File: src/core/crs_defines.svh
/*
  constants for the cpu reset / interrupt sequencer: vectors, stack reset,
  ccr bit positions, sequence lengths.
  assumes inclusion by bare name from core files.
*/
`ifndef CRS_DEFINES_SVH
`define CRS_DEFINES_SVH
`define CRS_VEC_RESET_HI 16'hFFFE
`define CRS_VEC_RESET_LO 16'hFFFF
`define CRS_SP_RESET     16'h00FF
`define CRS_CCR_RESET    8'h68
`define CRS_CCR_I_BIT    3
`define CRS_STACK_BYTES  3'h4
`define CRS_QUEUE_FILL   2'h3
`endif

File: src/core/crs_pkg.sv
/*
  types for the cpu reset / interrupt sequencer.
  assumes crs_defines.svh is available.
*/
package crs_pkg;
  typedef enum logic [10:0] {
    ST_RESET  = 11'h001,
    ST_VHI    = 11'h002,
    ST_VLO    = 11'h004,
    ST_FREE   = 11'h008,
    ST_FETCH  = 11'h010,
    ST_RUN    = 11'h020,
    ST_STACK  = 11'h040,
    ST_IVHI   = 11'h080,
    ST_IVLO   = 11'h100,
    ST_LOWPWR = 11'h200,
    ST_BGND   = 11'h400
  } crs_state_t;

  typedef struct packed {
    logic [15:0] addr;
    logic [7:0]  wdata;
    logic        rd;
    logic        wr;
  } crs_bus_t;

  typedef struct packed {
    logic [7:0]  acc;
    logic [7:0]  idx_lo;
    logic [7:0]  condition_code_register;
    logic [15:0] pc;
  } crs_regs_t;

  typedef struct packed {
    crs_state_t  state;
    crs_bus_t    bus;
    logic [15:0] pc;
    logic [15:0] sp;
    logic [7:0]  condition_code_register;
    logic [2:0]  cnt;
    logic        rd_pend;
    logic [1:0]  rd_kind;
    logic [1:0]  q_cnt;
    logic        q_fill;
    logic [15:0] ivec;
    logic [15:0] opaddr;
    logic        clk_run;
    logic        osc_off;
    logic        in_bgnd;
    logic        seq_done;
  } crs_st_t;
endpackage

File: src/core/crs_sequencer.sv
/*
  reset exit, interrupt entry, wait/stop and stack-pointer operand address
  sequencing for an 8-bit cpu core.
  assumes decode supplies instruction-boundary and control strobes, memory
  returns read data in the read's own bus cycle, reset is synchronous.
*/
`timescale 1ns/1ps
`default_nettype none
`include "crs_defines.svh"

module crs_sequencer (
  // clock, reset, enable
  input  wire logic              i_clk,
  input  wire logic              i_rstn,
  input  wire logic              i_ce,
  // memory read return
  input  wire logic [7:0]        i_rdata,
  // cpu registers to stack
  input  wire crs_pkg::crs_regs_t i_regs,
  // decode strobes
  input  wire logic              i_instr_end,
  input  wire logic              i_swi,
  input  wire logic              i_wait,
  input  wire logic              i_stop,
  input  wire logic              i_stop_osc,
  input  wire logic              i_tfr_hx,
  input  wire logic [15:0]       i_hx,
  input  wire logic              i_sp2_req,
  input  wire logic [15:0]       i_offset16,
  input  wire logic              i_clr_i,
  input  wire logic              i_set_i,
  // interrupt request, vector of highest pending
  input  wire logic              i_irq,
  input  wire logic [15:0]       i_irq_vec,
  // debug halt and resume
  input  wire logic              i_dbg_halt,
  input  wire logic              i_dbg_go,
  // bus
  output crs_pkg::crs_bus_t      o_bus,
  // state
  output logic [15:0]            o_pc,
  output logic [15:0]            o_sp,
  output logic [7:0]             o_ccr,
  output logic [15:0]            o_opaddr,
  output logic [1:0]             o_q_cnt,
  output logic                   o_q_fill,
  output logic                   o_clk_run,
  output logic                   o_osc_off,
  output logic                   o_bgnd,
  output logic                   o_seq_done
);

  crs_pkg::crs_st_t s_q;
  crs_pkg::crs_st_t s_d;

  //--------------------------------------------------------------
  // next state
  //--------------------------------------------------------------
  always_comb begin
    logic irq_ok;
    irq_ok = 1'b0;
    s_d = s_q;
    s_d.bus.rd = 1'b0;
    s_d.bus.wr = 1'b0;
    s_d.seq_done = 1'b0;
    // read data lands in the read cycle itself, taken at its closing edge
    s_d.rd_pend = 1'b0;
    if (s_q.rd_pend) begin
      case (s_q.rd_kind)
        2'd0: s_d.pc[15:8] = i_rdata;
        2'd1: s_d.pc[7:0]  = i_rdata;
        default: s_d.q_cnt = (s_q.q_cnt == 2'd3) ? 2'd3 : s_q.q_cnt + 2'd1;
      endcase
    end
    // long offset from stack pointer, sp untouched
    if (i_sp2_req) begin
      s_d.opaddr = s_q.sp + i_offset16;
    end
    irq_ok = i_irq && !s_q.condition_code_register[`CRS_CCR_I_BIT];
    case (s_q.state)
      crs_pkg::ST_RESET: begin
        // first edge after release, aligned to bus clock
        s_d.clk_run = 1'b1;
        s_d.bus.addr = `CRS_VEC_RESET_HI;
        s_d.bus.rd = 1'b1;
        s_d.rd_pend = 1'b1;
        s_d.rd_kind = 2'd0;
        s_d.q_cnt = 2'd0;
        s_d.state = crs_pkg::ST_VHI;
      end
      crs_pkg::ST_VHI, crs_pkg::ST_IVHI: begin
        s_d.bus.addr = (s_q.state == crs_pkg::ST_VHI) ? `CRS_VEC_RESET_LO
                                                      : s_q.ivec + 16'h0001;
        s_d.bus.rd = 1'b1;
        s_d.rd_pend = 1'b1;
        s_d.rd_kind = 2'd1;
        s_d.state = (s_q.state == crs_pkg::ST_VHI) ? crs_pkg::ST_VLO
                                                   : crs_pkg::ST_IVLO;
      end
      crs_pkg::ST_VLO, crs_pkg::ST_IVLO: begin
        // free cycle: vector low byte not yet usable
        s_d.state = crs_pkg::ST_FREE;
      end
      crs_pkg::ST_FREE, crs_pkg::ST_FETCH: begin
        s_d.bus.addr = s_q.pc;
        s_d.bus.rd = 1'b1;
        s_d.rd_pend = 1'b1;
        s_d.rd_kind = 2'd2;
        s_d.pc = s_q.pc + 16'h0001;
        s_d.cnt = (s_q.state == crs_pkg::ST_FREE) ? 3'd1 : s_q.cnt + 3'd1;
        s_d.q_fill = 1'b1;
        if (s_q.state == crs_pkg::ST_FETCH
            && s_q.cnt + 3'd1 == {1'b0, `CRS_QUEUE_FILL}) begin
          s_d.state = crs_pkg::ST_RUN;
          s_d.seq_done = 1'b1;
          s_d.q_fill = 1'b0;
        end else begin
          s_d.state = crs_pkg::ST_FETCH;
        end
      end
      crs_pkg::ST_RUN: begin
        if (i_clr_i) begin
          s_d.condition_code_register[`CRS_CCR_I_BIT] = 1'b0;
        end
        if (i_set_i) begin
          s_d.condition_code_register[`CRS_CCR_I_BIT] = 1'b1;
        end
        if (i_tfr_hx) begin
          s_d.sp = i_hx - 16'h0001;
        end
        if (i_instr_end) begin
          if (i_dbg_halt) begin
            s_d.state = crs_pkg::ST_BGND;
            s_d.in_bgnd = 1'b1;
          end else if (i_swi || irq_ok) begin
            s_d.ivec = i_irq_vec;
            s_d.cnt = 3'd0;
            s_d.state = crs_pkg::ST_STACK;
          end else if (i_wait || i_stop) begin
            s_d.condition_code_register[`CRS_CCR_I_BIT] = 1'b0;
            s_d.clk_run = 1'b0;
            s_d.osc_off = i_stop && i_stop_osc;
            s_d.state = crs_pkg::ST_LOWPWR;
          end
        end
      end
      crs_pkg::ST_STACK: begin
        // pc lo, pc hi, index low, acc, ccr; index high is skipped
        s_d.bus.wr = 1'b1;
        s_d.bus.addr = s_q.sp;
        case (s_q.cnt)
          3'd0: s_d.bus.wdata = s_q.pc[7:0];
          3'd1: s_d.bus.wdata = s_q.pc[15:8];
          3'd2: s_d.bus.wdata = i_regs.idx_lo;
          3'd3: s_d.bus.wdata = i_regs.acc;
          default: s_d.bus.wdata = s_q.condition_code_register;
        endcase
        s_d.sp = s_q.sp - 16'h0001;
        s_d.cnt = s_q.cnt + 3'd1;
        // five pushes done: ccr went out last, now fetch the vector
        if (s_q.cnt == `CRS_STACK_BYTES + 3'd1) begin
          s_d.condition_code_register[`CRS_CCR_I_BIT] = 1'b1;
          s_d.bus.addr = s_q.ivec;
          s_d.bus.wr = 1'b0;
          s_d.bus.rd = 1'b1;
          s_d.rd_pend = 1'b1;
          s_d.rd_kind = 2'd0;
          s_d.sp = s_q.sp;
          s_d.q_cnt = 2'd0;
          s_d.state = crs_pkg::ST_IVHI;
        end
      end
      crs_pkg::ST_LOWPWR: begin
        if (i_irq) begin
          s_d.clk_run = 1'b1;
          s_d.osc_off = 1'b0;
          s_d.ivec = i_irq_vec;
          s_d.cnt = 3'd0;
          s_d.state = crs_pkg::ST_STACK;
        end
      end
      crs_pkg::ST_BGND: begin
        if (i_dbg_go) begin
          s_d.in_bgnd = 1'b0;
          s_d.cnt = 3'd0;
          s_d.q_cnt = 2'd0;
          s_d.state = crs_pkg::ST_FETCH;
        end
      end
      default: s_d.state = crs_pkg::ST_RESET;
    endcase
  end

  //--------------------------------------------------------------
  // state register
  //--------------------------------------------------------------
  always_ff @(posedge i_clk) begin
    if (!i_rstn) begin
      // abort whatever runs, clocks held stopped during reset
      s_q.state    <= crs_pkg::ST_RESET;
      s_q.bus      <= '0;
      s_q.pc       <= 16'h0000;
      s_q.sp       <= `CRS_SP_RESET;
      s_q.condition_code_register      <= `CRS_CCR_RESET;
      s_q.cnt      <= 3'd0;
      s_q.rd_pend  <= 1'b0;
      s_q.rd_kind  <= 2'd0;
      s_q.q_cnt    <= 2'd0;
      s_q.q_fill   <= 1'b0;
      s_q.ivec     <= 16'h0000;
      s_q.opaddr   <= 16'h0000;
      s_q.clk_run  <= 1'b0;
      s_q.osc_off  <= 1'b0;
      s_q.in_bgnd  <= 1'b0;
      s_q.seq_done <= 1'b0;
    end else if (i_ce) begin
      s_q <= s_d;
    end
  end

  assign o_bus      = s_q.bus;
  assign o_pc       = s_q.pc;
  assign o_sp       = s_q.sp;
  assign o_ccr      = s_q.condition_code_register;
  assign o_opaddr   = s_q.opaddr;
  assign o_q_cnt    = s_q.q_cnt;
  assign o_q_fill   = s_q.q_fill;
  assign o_clk_run  = s_q.clk_run;
  assign o_osc_off  = s_q.osc_off;
  assign o_bgnd     = s_q.in_bgnd;
  assign o_seq_done = s_q.seq_done;

  //--------------------------------------------------------------
  // checks
  //--------------------------------------------------------------
  AST_VEC_HI_FIRST: assert property (@(posedge i_clk) disable iff (!i_rstn)
    (i_ce && s_q.state == crs_pkg::ST_RESET) |=> (o_bus.rd && o_bus.addr == 16'hFFFE))
    else $error("first exit cycle did not read vector high");
  AST_VEC_LO_NEXT: assert property (@(posedge i_clk) disable iff (!i_rstn)
    (i_ce && s_q.state == crs_pkg::ST_VHI) |=> (o_bus.rd && o_bus.addr == 16'hFFFF))
    else $error("second exit cycle did not read vector low");
  AST_FREE_CYCLE: assert property (@(posedge i_clk) disable iff (!i_rstn)
    (i_ce && s_q.state == crs_pkg::ST_VLO) |=> (!o_bus.rd && !o_bus.wr))
    else $error("third exit cycle touched memory");
  AST_SIX_CYCLES: assert property (@(posedge i_clk) disable iff (!i_rstn)
    (s_q.state == crs_pkg::ST_RESET && i_ce)[*1] ##1 i_ce[*5] |=> o_seq_done)
    else $error("reset exit not six cycles");
  AST_SP_RESET: assert property (@(posedge i_clk)
    $rose(i_rstn) |-> (o_sp == 16'h00FF && o_ccr[3]))
    else $error("stack pointer or mask wrong after reset");
  AST_MASK_BLOCKS: assert property (@(posedge i_clk) disable iff (!i_rstn)
    (i_ce && s_q.state == crs_pkg::ST_RUN && o_ccr[3] && i_instr_end && !i_swi
     && !i_dbg_halt) |=> (s_q.state != crs_pkg::ST_STACK))
    else $error("masked request entered interrupt");
  AST_SP2_ADDR: assert property (@(posedge i_clk) disable iff (!i_rstn)
    (i_ce && i_sp2_req) |=> (o_opaddr == $past(o_sp) + $past(i_offset16)))
    else $error("long stack offset address wrong");
  AST_TFR_MINUS1: assert property (@(posedge i_clk) disable iff (!i_rstn)
    (i_ce && s_q.state == crs_pkg::ST_RUN && i_tfr_hx) |=> (o_sp == $past(i_hx) - 16'h0001))
    else $error("index copy not minus one");
  AST_WAIT_CLR: assert property (@(posedge i_clk) disable iff (!i_rstn)
    (i_ce && s_q.state == crs_pkg::ST_RUN && i_instr_end && i_wait && !i_dbg_halt
     && !i_swi && !(i_irq && !o_ccr[3])) |=> (!o_ccr[3] && !o_clk_run))
    else $error("wait did not clear mask and stop clocks");

  //--------------------------------------------------------------
  // checks: entry, modes, reset and enable
  //--------------------------------------------------------------
  // ccr is the fifth and last byte stacked
  AST_PUSH_CCR: assert property (@(posedge i_clk) disable iff (!i_rstn)
    (i_ce && s_q.state == crs_pkg::ST_STACK && s_q.cnt == 3'd4)
    |=> (o_bus.wr && o_bus.wdata == $past(o_ccr)))
    else $error("ccr not stacked as fifth byte");
  AST_ENTRY_MASK: assert property (@(posedge i_clk) disable iff (!i_rstn)
    (i_ce && s_q.state == crs_pkg::ST_STACK && s_q.cnt == 3'd5)
    |=> (o_ccr[3] && o_bus.rd && !o_bus.wr))
    else $error("entry did not mask and read vector");
  AST_SWI_UNMASKED: assert property (@(posedge i_clk) disable iff (!i_rstn)
    (i_ce && s_q.state == crs_pkg::ST_RUN && i_instr_end && i_swi && !i_dbg_halt)
    |=> (s_q.state == crs_pkg::ST_STACK))
    else $error("software trap did not enter stacking");
  AST_HALT_BGND: assert property (@(posedge i_clk) disable iff (!i_rstn)
    (i_ce && s_q.state == crs_pkg::ST_RUN && i_instr_end && i_dbg_halt) |=> o_bgnd)
    else $error("debug halt did not enter background");
  AST_WAKE_STACK: assert property (@(posedge i_clk) disable iff (!i_rstn)
    (i_ce && s_q.state == crs_pkg::ST_LOWPWR && i_irq)
    |=> (o_clk_run && s_q.state == crs_pkg::ST_STACK))
    else $error("wake did not restart clocks into entry");
  AST_FETCH_PC: assert property (@(posedge i_clk) disable iff (!i_rstn)
    (i_ce && s_q.state == crs_pkg::ST_FREE) |=> (o_bus.rd && o_bus.addr == $past(o_pc)))
    else $error("first fetch not at program counter");
  // while running, a long stack offset without an index copy leaves sp unmoved
  AST_SP_UNTOUCHED: assert property (@(posedge i_clk) disable iff (!i_rstn)
    (i_ce && s_q.state == crs_pkg::ST_RUN && i_sp2_req && !i_tfr_hx)
    |=> (o_sp == $past(o_sp)))
    else $error("long stack offset moved the stack pointer");
  AST_RESET_ABORT: assert property (@(posedge i_clk)
    (!i_rstn) |=> (s_q.state == crs_pkg::ST_RESET && !o_bus.wr && !o_clk_run))
    else $error("reset did not abort the sequence");
  AST_CE_FREEZE: assert property (@(posedge i_clk) disable iff (!i_rstn)
    (!i_ce) |=> $stable(s_q))
    else $error("state moved while clock enable low");

endmodule
`default_nettype wire

File: config.mk
export PLATFORM = sky130hd
export DESIGN_NAME = crs_sequencer
export DESIGN_NICKNAME = d
export VERILOG_FILES = /design/src/core/crs_pkg.sv /design/src/core/crs_sequencer.sv
export VERILOG_INCLUDE_DIRS = /design/src /design/src/core
export SDC_FILE = /design/constraint.sdc
export NUM_CORES = 1
export LEC_CHECK = 0
export BUFFER_PORTS_ARGS = -buffer_cell sky130_fd_sc_hd__buf_4
export CAP_MARGIN = 10
export CORE_MARGIN = 10
export CORE_UTILIZATION = 60
export CTS_BUF_LIST = sky130_fd_sc_hd__clkbuf_4 sky130_fd_sc_hd__clkbuf_8
export DETAILED_ROUTE_END_ITERATION = 16
export PLACE_DENSITY = 0.95
export SLEW_MARGIN = 20
export SYNTH_ARGS = -nofsm -noshare
export SYNTH_HDL_FRONTEND = slang
export SYNTH_SLANG_ARGS = --single-unit
File: constraint.sdc
create_clock -name i_clk -period 8.2 [get_ports i_clk]
set_input_delay 0.41 -clock i_clk [delete_from_list [all_inputs] [get_ports i_clk]]
set_output_delay 0.41 -clock i_clk [all_outputs]
set_load 0.02 [all_outputs]
==> metrics.cfg, run 1 <==
[status]
status=completed

[timing]
fin_setup_tns_ns=0
hold_viol=0
rsz0062_at_grt=no
skew_ns=0.0146
fmax_ghz=0.230
setup_violations=0
timing.final.crit_share=0.531
drv_slew=0
relSlewSlack=0.352
tightestPinTransition_ns=0.944
fin_crit_ns=4.36

[cts]
postCtsResizedCells=0
cts_buffer_depth=2
cts.sinks=115
htree_levels=4
cts-root-buf=clkbuf_8
cts_buffers=17
cts_setup_buffers=0
cts_tree=done
clkTransAtPathRegs_ns=0.07
cts_hold_buf=0
clk_latency_ns=0.46

[drt]
first_pass_iters=6
wl_per_cell_um=20.0
drt_iter0_markers=1249
avgViaCountPerCell=6.53
ant_nets=0
drc_errors=0
routed_wl_um=25400
vias=8294

[critical_path]
cp_max_fo=28
cp_num_buf_inv=0
crit_type=reg -> reg
worst_ep_arrival_time_ns=4.71
r2r_cells=10
required_ns=8.56
critPathCaptureType=flop
path_cells=nor4_4 -> nand3_2 -> mux2i_1 -> ha_1 -> or4b_2 -> mux2_2 -> nor4_2 -> xor2_1 -> nor2_1 -> o41ai_2
crit_cells=10
cp_slowest_cell=nand3_2
startpoint_type=flop
path_delay_family=simple AND/OR/NAND/NOR gates
max_stage_delay_ns=0.66

[finish]
nFillCells=1042
fin_util=0.703
layout-drive-gt1-share=0.212
nets=1221
diodes=0
synthToLayoutAreaGrowth_pct=13.8

[synthesis]
ys_top_cells_by_count=dfxtp_1 (115), nor2_1 (113), a21oi_1 (105)
ys_seq_elements=115
post_synth.cell_area_avg_um2=7.65
synthCells=1027
synthArstFlopShare=0
yosysUniqueCellTypes=71
seq_area_frac_synth=0.293
yosys.area.top_type=dfxtp_1
synth_top_area_share=0.293
ys_top_cells_by_area=dfxtp_1 (29%), buf_4 (8.0%), a21oi_1 (6.7%)
yosys_warnings=0
post-synth-top-count-cell=dfxtp_1
synthFlopType=dfxtp_1
synth_edf_count=0
syn_area_mm2=0.00786

[placement]
dp_hpwl_um=18300
numPortBuffers=168
gp_congestion=0.941

[global_routing]
grt_overflow_total=0
antenna_found_initial=0
grt_max_degree=52
grt_pass1_vias=7713
track_usage=0.266
grt_pass1_wl_um=39500

[pwr]
p_leak_nw=3.73
irDropWorstVdd_uv=98.0
power.density_mw_per_mm2=153

[min_path]
hold_depth=3
hold_path.class=in -> reg

[job]
cap_violations=0

[die]
die_area_mm2=0.0181
coreArea_mm2=0.0127
core.rowCount=41
start_util=0.618
dieHeight_um=134
die_w_um=134
ioPinCount=200

state kept, by name, summed over array words and instances (netlist names):
name,count
o_q_fill,1
o_pc,16
o_q_cnt,2
o_clk_run,1
o_sp,16
o_seq_done,1
o_bgnd,1
o_bus,26
o_osc_off,1
o_ccr,1
s_q,33
o_opaddr,16
power by group:
group          switching (W)  internal (W)  total [W]
Sequential         0.0000171      0.000576   0.000593
Combinational       0.000106     0.0000803   0.000186
Clock               0.000241      0.000352   0.000593
worst reg2reg max path: cells and delay by family, from the launching register on:
kind	cells	cell delay (ns)
AO/OA/AOI/OAI	1	0.21
XOR/XNOR	1	0.27
adder cells (fa/ha/maj)	1	0.31
flip-flops	1	0.38
multiplexers	2	0.83
AND/OR/NAND/NOR	5	2.27
cell type report:
| type | instances | area [um^2] | area share |
|---|---|---|---|
| clock buffers | 24 | 324 | 0.0362 |
| clock inverters | 8 | 121 | 0.0136 |
| inverters | 22 | 82.6 | 0.00923 |
| multi-input cells | 756 | 4600 | 0.514 |
| flip-flops and latches | 115 | 2300 | 0.257 |
| well taps | 172 | 215 | 0.0241 |
| repair buffers | 173 | 1300 | 0.145 |
routing by layer:
layer	up-vias	GRT usage	routed length, um
met5	-	0	0
met4	0	0.163	1350
met3	115	0.0724	3030
met2	613	0.409	11300
met1	3792	0.324	9700
li1	3774	-	-
layout by cell type, fill, tap and decap left out, drive strengths merged, types with 4 or more instances in the layout:
cell     Yosys  final
buf         99    173
dfxtp      115    115
nor2       113    113
a21oi      106    106
nand2      101    101
o21ai       77     77
nand3       35     35
nor3        31     31
mux2i       28     28
ha          24     24
clkbuf      40     24
inv         22     22
nor4        22     22
and3        19     19
a221oi      16     16
a31oi       13     13
nand4       12     12
a22oi       10     10
xnor2        9      9
o21a         8      8
o31ai        8      8
a211oi       8      8
nand2b       8      8
nand3b       7      7
conb         2      7
nor2b        6      6
a22o         6      6
nor4b        6      6
o211ai       5      5
o22ai        5      5
o2111ai      5      5
or3          5      5
a222oi       5      5
clkinv       0      4
a2111oi      4      4
through the flow:
step / instance area (um^2) / hold WS [ns] / setup slack, ns / total power, W / std cells
4_1_cts: 8940 / 0.175 / 3.94 / 0.00137 / 1270
3_5_place_dp: 8490 / 0.446 / 4.08 / 0.000787 / 1238
3_3_place_gp: 8490 / 0.441 / 4.17 / 0.000782 / 1238
2_1_floorplan: 7880 / 0.432 / 4.47 / 0.000725 / 1032
6_report: 8940 / 0.184 / 3.84 / 0.00137 / 1270
5_1_grt: 8940 / 0.191 / 3.69 / 0.00141 / 1270
worst paths after layout:
kind / from / end / slack (ns)
worst max-delay path: s_q[121] / o_sp[12] / 3.84
worst min-delay path: i_irq_vec[4] / s_q[24] / 0.18
worst max register to register: s_q[121] / o_sp[12] / 3.84
worst min register to register: o_opaddr[10] / o_opaddr[10] / 0.45
cells by family after synthesis:
family,count (synthesis),share of synthesized area
AND/OR/NAND/NOR,383,0.246
XOR/XNOR,12,0.0134
other,2,0.000956
flip-flops,115,0.293
AO/OA/AOI/OAI,299,0.242
buffers and inverters,161,0.125
multiplexers,30,0.0395
adder cells (fa/ha/maj),25,0.0408
No activity file was read; power rests on OpenSTA's default activity.
==> inputs of run 2 (changes only) <==
--- a/config.mk
+++ b/config.mk
@@ -9,10 +9,10 @@
 export BUFFER_PORTS_ARGS = -buffer_cell sky130_fd_sc_hd__buf_4
 export CAP_MARGIN = 10
 export CORE_MARGIN = 10
-export CORE_UTILIZATION = 60
+export CORE_UTILIZATION = 50
 export CTS_BUF_LIST = sky130_fd_sc_hd__clkbuf_4 sky130_fd_sc_hd__clkbuf_8
 export DETAILED_ROUTE_END_ITERATION = 16
-export PLACE_DENSITY = 0.95
+export PLACE_DENSITY = 0.9
 export SLEW_MARGIN = 20
 export SYNTH_ARGS = -nofsm -noshare
 export SYNTH_HDL_FRONTEND = slang
==> constraint.sdc (replaced) <==
create_clock -name i_clk -period 4 [get_ports i_clk]
set_input_delay 0.2 -clock i_clk [delete_from_list [all_inputs] [get_ports i_clk]]
set_output_delay 0.2 -clock i_clk [all_outputs]
set_load 0.02 [all_outputs]
==> run 2 against run 1 <==
Combinational power is 110% higher. Highest routed layer unchanged. Fmax is 22% higher. Critical path depth is 3 higher. Hold slack worse by 0.16 ns. Largest power group is now the clock network. Non-clock buffer count is 21 higher. Count of clock-buffer cells in the layout is 1 lower. Sequential cell count stayed put. Setup slack worse by 3.4 ns. Core utilization is 10 points lower. Power is 120% higher. Die area is 17% higher.
==> metrics.cfg, run 2 (synthesis gave the netlist of run 1 again) <==
[timing]
drv_slew=0  ; unchanged
fin_setup_tns_ns=0  ; unchanged
tightestPinTransition_ns=1.03  ; +0.0808 ns
fin_crit_ns=3.57  ; -0.788 ns
rsz0062_at_grt=no
setup_violations=0  ; unchanged
hold_viol=0  ; unchanged
relSlewSlack=0.317  ; -0.0359
fmax_ghz=0.280  ; +22%
timing.final.crit_share=0.892  ; +0.361
skew_ns=0.00983  ; -0.00474 ns

[finish]
layout-drive-gt1-share=0.212  ; -0.000408
top_register=s_q
nets=1242  ; +1.7%
regArea_mm2=0.00230  ; unchanged
diodes=0  ; unchanged
synthToLayoutAreaGrowth_pct=17.5
final_cell_mix=buf_4 (178), dfxtp_1 (115), nor2_1 (113)
largest_reg_flops=33  ; unchanged
nFillCells=1357  ; +30%
fin_util=0.603  ; -0.0998
multi_input_area_mm2=0.00459  ; about the same
layout_commonest_cell=buf_4

[cts]
clk_latency_ns=0.45  ; about the same
cts_buffer_depth=2  ; unchanged
clkTransAtPathRegs_ns=0.07  ; about the same
cts_buffers=17  ; unchanged
htree_levels=4  ; unchanged
cts.sinks=115  ; unchanged
cts-root-buf=clkbuf_8
cts_tree=done
cts_setup_buffers=0  ; unchanged
postCtsResizedCells=0  ; unchanged

[critical_path]
crit_type=reg -> reg
r2r_start=s_q[112]
max_stage_delay_ns=0.60  ; -0.06 ns
cp_max_fo=12  ; -57%
worst_ep_arrival_time_ns=3.91  ; -0.80 ns
critPathCaptureType=flop
path_delay_family=simple AND/OR/NAND/NOR gates
cp_slowest_cell=or4b_2
startpoint_type=flop
cp_num_buf_inv=2  ; +2
r2r_cells=13  ; +3
rrSetupSlack_ns=0.43  ; -3.41 ns
r2r_end=o_sp[12]
path_cells=nor4_4 -> buf_4 -> nand4_1 -> buf_4 -> nor2_1 -> a21oi_1 -> ha_1 -> or4b_2 -> mux2_2 -> nor4_4 -> xor2_1 -> nor2_1 -> o41ai_2
required_ns=4.34  ; -4.22 ns

[die]
coreArea_mm2=0.0153  ; +20%
ioPinCount=200  ; unchanged
die_area_mm2=0.0211  ; +17%
core.rowCount=45  ; +9.8%
die_w_um=145  ; +8.1%
start_util=0.513  ; -0.105
dieHeight_um=145  ; +8.1%

[placement]
numPortBuffers=168  ; unchanged
dp_hpwl_um=18900  ; +3.3%
gp_congestion=0.940  ; -0.17%

[pwr]
irDropWorstVdd_uv=204  ; +110%
p_leak_nw=3.84  ; +3.1%
power.density_mw_per_mm2=322  ; +110%

[global_routing]
grt_pass1_vias=7808  ; +1.2%
grt_pass1_wl_um=41100  ; +4.3%
grt_max_degree=49  ; -5.8%
antenna_found_initial=0  ; unchanged
grt_overflow_total=0  ; unchanged
track_usage=0.235  ; -0.0315

[drt]
drt_iter0_markers=985  ; -21%
drc_errors=0  ; unchanged
first_pass_iters=7  ; +1
routed_wl_um=26100  ; +3.1%
avgViaCountPerCell=6.23  ; -4.5%
ant_nets=0  ; unchanged
wl_per_cell_um=19.7  ; -1.6%
vias=8292  ; -0.024%

[min_path]
hp-start=i_stop
worstHoldEndpoint=o_osc_off
hold_path.class=in -> reg
hold_depth=3  ; unchanged

[status]
status=completed

[job]
cap_violations=0  ; unchanged

-- run 2: cell count changes in the layout (fill, tap and decap cells not counted) --
cell | before | now
a21oi_1 | 104 | 105
bufinv_16 | 3 | 6
clkbuf_4 | 1 | 3
clkinvlp_4 | 1 | 0
buf_4 | 173 | 178
a21oi_2 | 2 | 1
clkinv_2 | 3 | 2
dlygate4sd3_1 | 0 | 16
clkbuf_8 | 23 | 20
-- run 2: power breakdown --
group	internal [W]	leakage [nW]	switching [W]	total, W
Combinational	0.000176	2.66	0.000221	0.000397
Sequential	0.00118	0.935	0.0000352	0.00122
Clock	0.000875	0.254	0.000486	0.00136
Total	0.00223	3.84	0.000742	0.00297
-- run 2: worst max path at each step --
stage / cells after the start / to / startpoint
6_report: 13 / o_sp[12] / s_q[112]
5_1_grt: 9 / o_sp[14] / s_q[115]
4_1_cts: 10 / o_sp[12] / s_q[115]
3_5_place_dp: 10 / o_sp[12] / s_q[115]
3_3_place_gp: 13 / o_sp[14] / s_q[112]
2_1_floorplan: 13 / o_sp[12] / s_q[115]
-- run 2: tightest hold or removal path, delay by kind of cell --
kind,cells,cell delay [ns]
compound gates,1,0.06
buf+inv,1,0.11
simple gates,1,0.06
-- run 2: final cells by class --
type                            count  area share
Multi-Input combinational cell    756       0.497
Sequential cell                   115       0.249
Timing Repair Buffer              194       0.162
Clock buffer                       23      0.0322
Tap cell                          211      0.0286
Clock inverter                      9      0.0215
Inverter                           22     0.00894
-- run 2: repair_timing --
item / 4_1_cts / 5_1_grt
setup endpoints to repair: 0 / 0
endpoints found under the hold margin: 16 / 0
hold buffers: 16 / 0
-- run 2: routing by layer --
layer	vias up	GRT usage	part of all wire
li1	3817	-	-
met1	3841	0.290	0.40
met2	542	0.365	0.45
met3	92	0.0677	0.10
met4	0	0.118	0.043
met5	-	0	0
-- run 2: stage by stage --
step | instance area [um^2] | setup WS, ns | std cells | total power, W | hold slack, ns
floorplan | 7880 | 0.269 | 1032 | 0.00149 | 0.340
global placement | 8580 | 0.668 | 1282 | 0.00161 | 0.428
detailed placement | 8580 | 0.591 | 1282 | 0.00162 | 0.437
CTS | 9240 | 0.485 | 1330 | 0.00297 | 0.00920
global route | 9240 | 0.152 | 1330 | 0.00307 | 0.0278
finish | 9240 | 0.431 | 1330 | 0.00297 | 0.0288
==> inputs of run 3 (changes only) <==
--- a/config.mk
+++ b/config.mk
@@ -13,6 +13,7 @@
 export CTS_BUF_LIST = sky130_fd_sc_hd__clkbuf_4 sky130_fd_sc_hd__clkbuf_8
 export DETAILED_ROUTE_END_ITERATION = 16
 export PLACE_DENSITY = 0.9
+export REMOVE_ABC_BUFFERS = 1
 export SLEW_MARGIN = 20
 export SYNTH_ARGS = -nofsm -noshare
 export SYNTH_HDL_FRONTEND = slang
==> run 3 against run 2 <==
Non-clock buffer count grew 1. Clock power shrank 6%. Cell count is essentially flat. Count of clock-buffer cells in the layout shrank 4. Core utilization shrank 0.17 points. Sequential cell count is the same. Setup slack gained 0.089 ns. Design area shrank 0.28%. Fmax grew 2.5%. Critical path type unchanged. Critical endpoint is now o_sp[14]. Largest power group unchanged. Highest routed layer unchanged.
==> metrics.cfg, run 3 (synthesis gave the netlist of run 1 again) <==
[drt]
routed_wl_um=25900  ; -0.91%
avgViaCountPerCell=6.22  ; -0.26%
wl_per_cell_um=19.5  ; -0.98%
ant_nets=0  ; unchanged
first_pass_iters=9  ; +2
vias=8277  ; -0.18%
drc_errors=0  ; unchanged
drt_iter0_markers=1043  ; +5.9%

[cts]
clk_latency_ns=0.46  ; about the same
clkTransAtPathRegs_ns=0.07  ; about the same
cts_buffers=17  ; unchanged
cts-root-buf=clkbuf_8
htree_levels=4  ; unchanged
cts_hold_buf=16  ; unchanged
cts_setup_buffers=0  ; unchanged
postCtsResizedCells=0  ; unchanged
cts_tree=done
cts_buffer_depth=2  ; unchanged
cts.sinks=115  ; unchanged

[critical_path]
critPathCaptureType=flop
worst_ep_arrival_time_ns=3.79  ; -0.12 ns
required_ns=4.31  ; -0.03 ns
max_stage_delay_ns=0.59  ; about the same
cp_slowest_cell=or4b_2
path_delay_family=simple AND/OR/NAND/NOR gates
cp_max_fo=10  ; -2
crit_type=reg -> reg
path_cells=nor4_4 -> nand3_2 -> mux2i_1 -> ha_1 -> or4b_2 -> mux2_2 -> nor4_1 -> o21ai_0 -> nand2_1 -> a31oi_1
startpoint_type=flop
cp_num_buf_inv=0  ; -2

[global_routing]
track_usage=0.233  ; -0.00190
grt_pass1_wl_um=40900  ; -0.65%
grt_overflow_total=0  ; unchanged
grt_max_degree=45  ; -8.2%
antenna_found_initial=0  ; unchanged
grt_pass1_vias=7721  ; -1.1%

[finish]
regArea_mm2=0.00230  ; unchanged
multi_input_area_mm2=0.00459  ; unchanged
nets=1243  ; +0.081%
fin_util=0.601  ; -0.00172
layout_commonest_cell=buf_4
largest_reg_flops=33  ; unchanged
diodes=0  ; unchanged
nFillCells=1368  ; +0.81%
final_cell_mix=buf_4 (179), dfxtp_1 (115), nor2_1 (113)
top_register=s_q
synthToLayoutAreaGrowth_pct=17.2
layout-drive-gt1-share=0.213  ; +0.000704
final_cell_area_mm2=0.00921  ; -0.28%

[timing]
tightestPinTransition_ns=0.870  ; -0.155 ns
finalHoldWorstSlack_ns=0.0137  ; -0.0152 ns
drv_slew=0  ; unchanged
rsz0062_at_grt=no
fin_setup_tns_ns=0  ; unchanged
fmax_ghz=0.287  ; +2.5%
setup_violations=0  ; unchanged
fin_crit_ns=3.48  ; -0.0887 ns
skew_ns=0.0151  ; +0.00524 ns
hold_viol=0  ; unchanged
timing.final.crit_share=0.870  ; -0.0222
relSlewSlack=0.419  ; +0.103

[die]
ioPinCount=200  ; unchanged
start_util=0.513  ; unchanged
core.rowCount=45  ; unchanged
dieHeight_um=145  ; unchanged
die_area_mm2=0.0211  ; unchanged
die_w_um=145  ; unchanged
coreArea_mm2=0.0153  ; unchanged

[job]
cap_violations=0  ; unchanged

[placement]
gp_congestion=0.955  ; +1.6%
dp_hpwl_um=18700  ; -1.5%
numPortBuffers=168  ; unchanged
placed_area_mm2=0.00859  ; about the same

[pwr]
finalPower_w=0.00290  ; -2.6%
power.density_mw_per_mm2=315  ; -2.3%
p_leak_nw=3.83  ; -0.41%
irDropWorstVdd_uv=217  ; +6.5%

[min_path]
hold_path.class=in -> reg

[status]
status=completed

-- run 3: worst paths after layout --
kind	startpoint	end	slack, ns	cells past startpoint
max reg2reg	s_q[121]	o_sp[14]	0.52	10
min reg2reg	o_opaddr[2]	o_opaddr[2]	0.46	2
max	s_q[121]	o_sp[14]	0.52	10
min	i_stop	o_osc_off	0.01	3
-- run 3: tightest hold or removal path: cells and delay by family --
kind,cells,cell delay [ns]
AOI/OAI and AO/OA,1,0.06
buffers and inverters,1,0.11
and+or+nand+nor,1,0.06
-- run 3: area by class of cell --
| class | instances | area share |
|---|---|---|
| clock buffer | 19 | 0.0277 |
| multi-input combinational | 756 | 0.499 |
| timing repair buffer | 195 | 0.163 |
| sequential | 115 | 0.250 |
| tap | 211 | 0.0287 |
| clock inverter | 13 | 0.0226 |
| inverter | 22 | 0.00897 |
-- run 3: metal layers --
metal | part of all wire | track usage
met5 | 0 | 0
met3 | 0.092 | 0.0550
met2 | 0.47 | 0.387
met4 | 0.041 | 0.107
met1 | 0.39 | 0.278
-- run 3: power by group --
group,internal (W),switching (W),leakage (nW)
sequential,0.00118,0.0000354,0.935
clock,0.000765,0.000520,0.233
combinational,0.000175,0.000222,2.66
-- run 3: stage by stage --
| step | setup WS (ns) | cells |
|---|---|---|
| floorplan | 0.430 | 893 |
| global placement | 0.686 | 1283 |
| detailed placement | 0.585 | 1283 |
| CTS | 0.576 | 1331 |
| global route | 0.235 | 1331 |
| finish | 0.520 | 1331 |
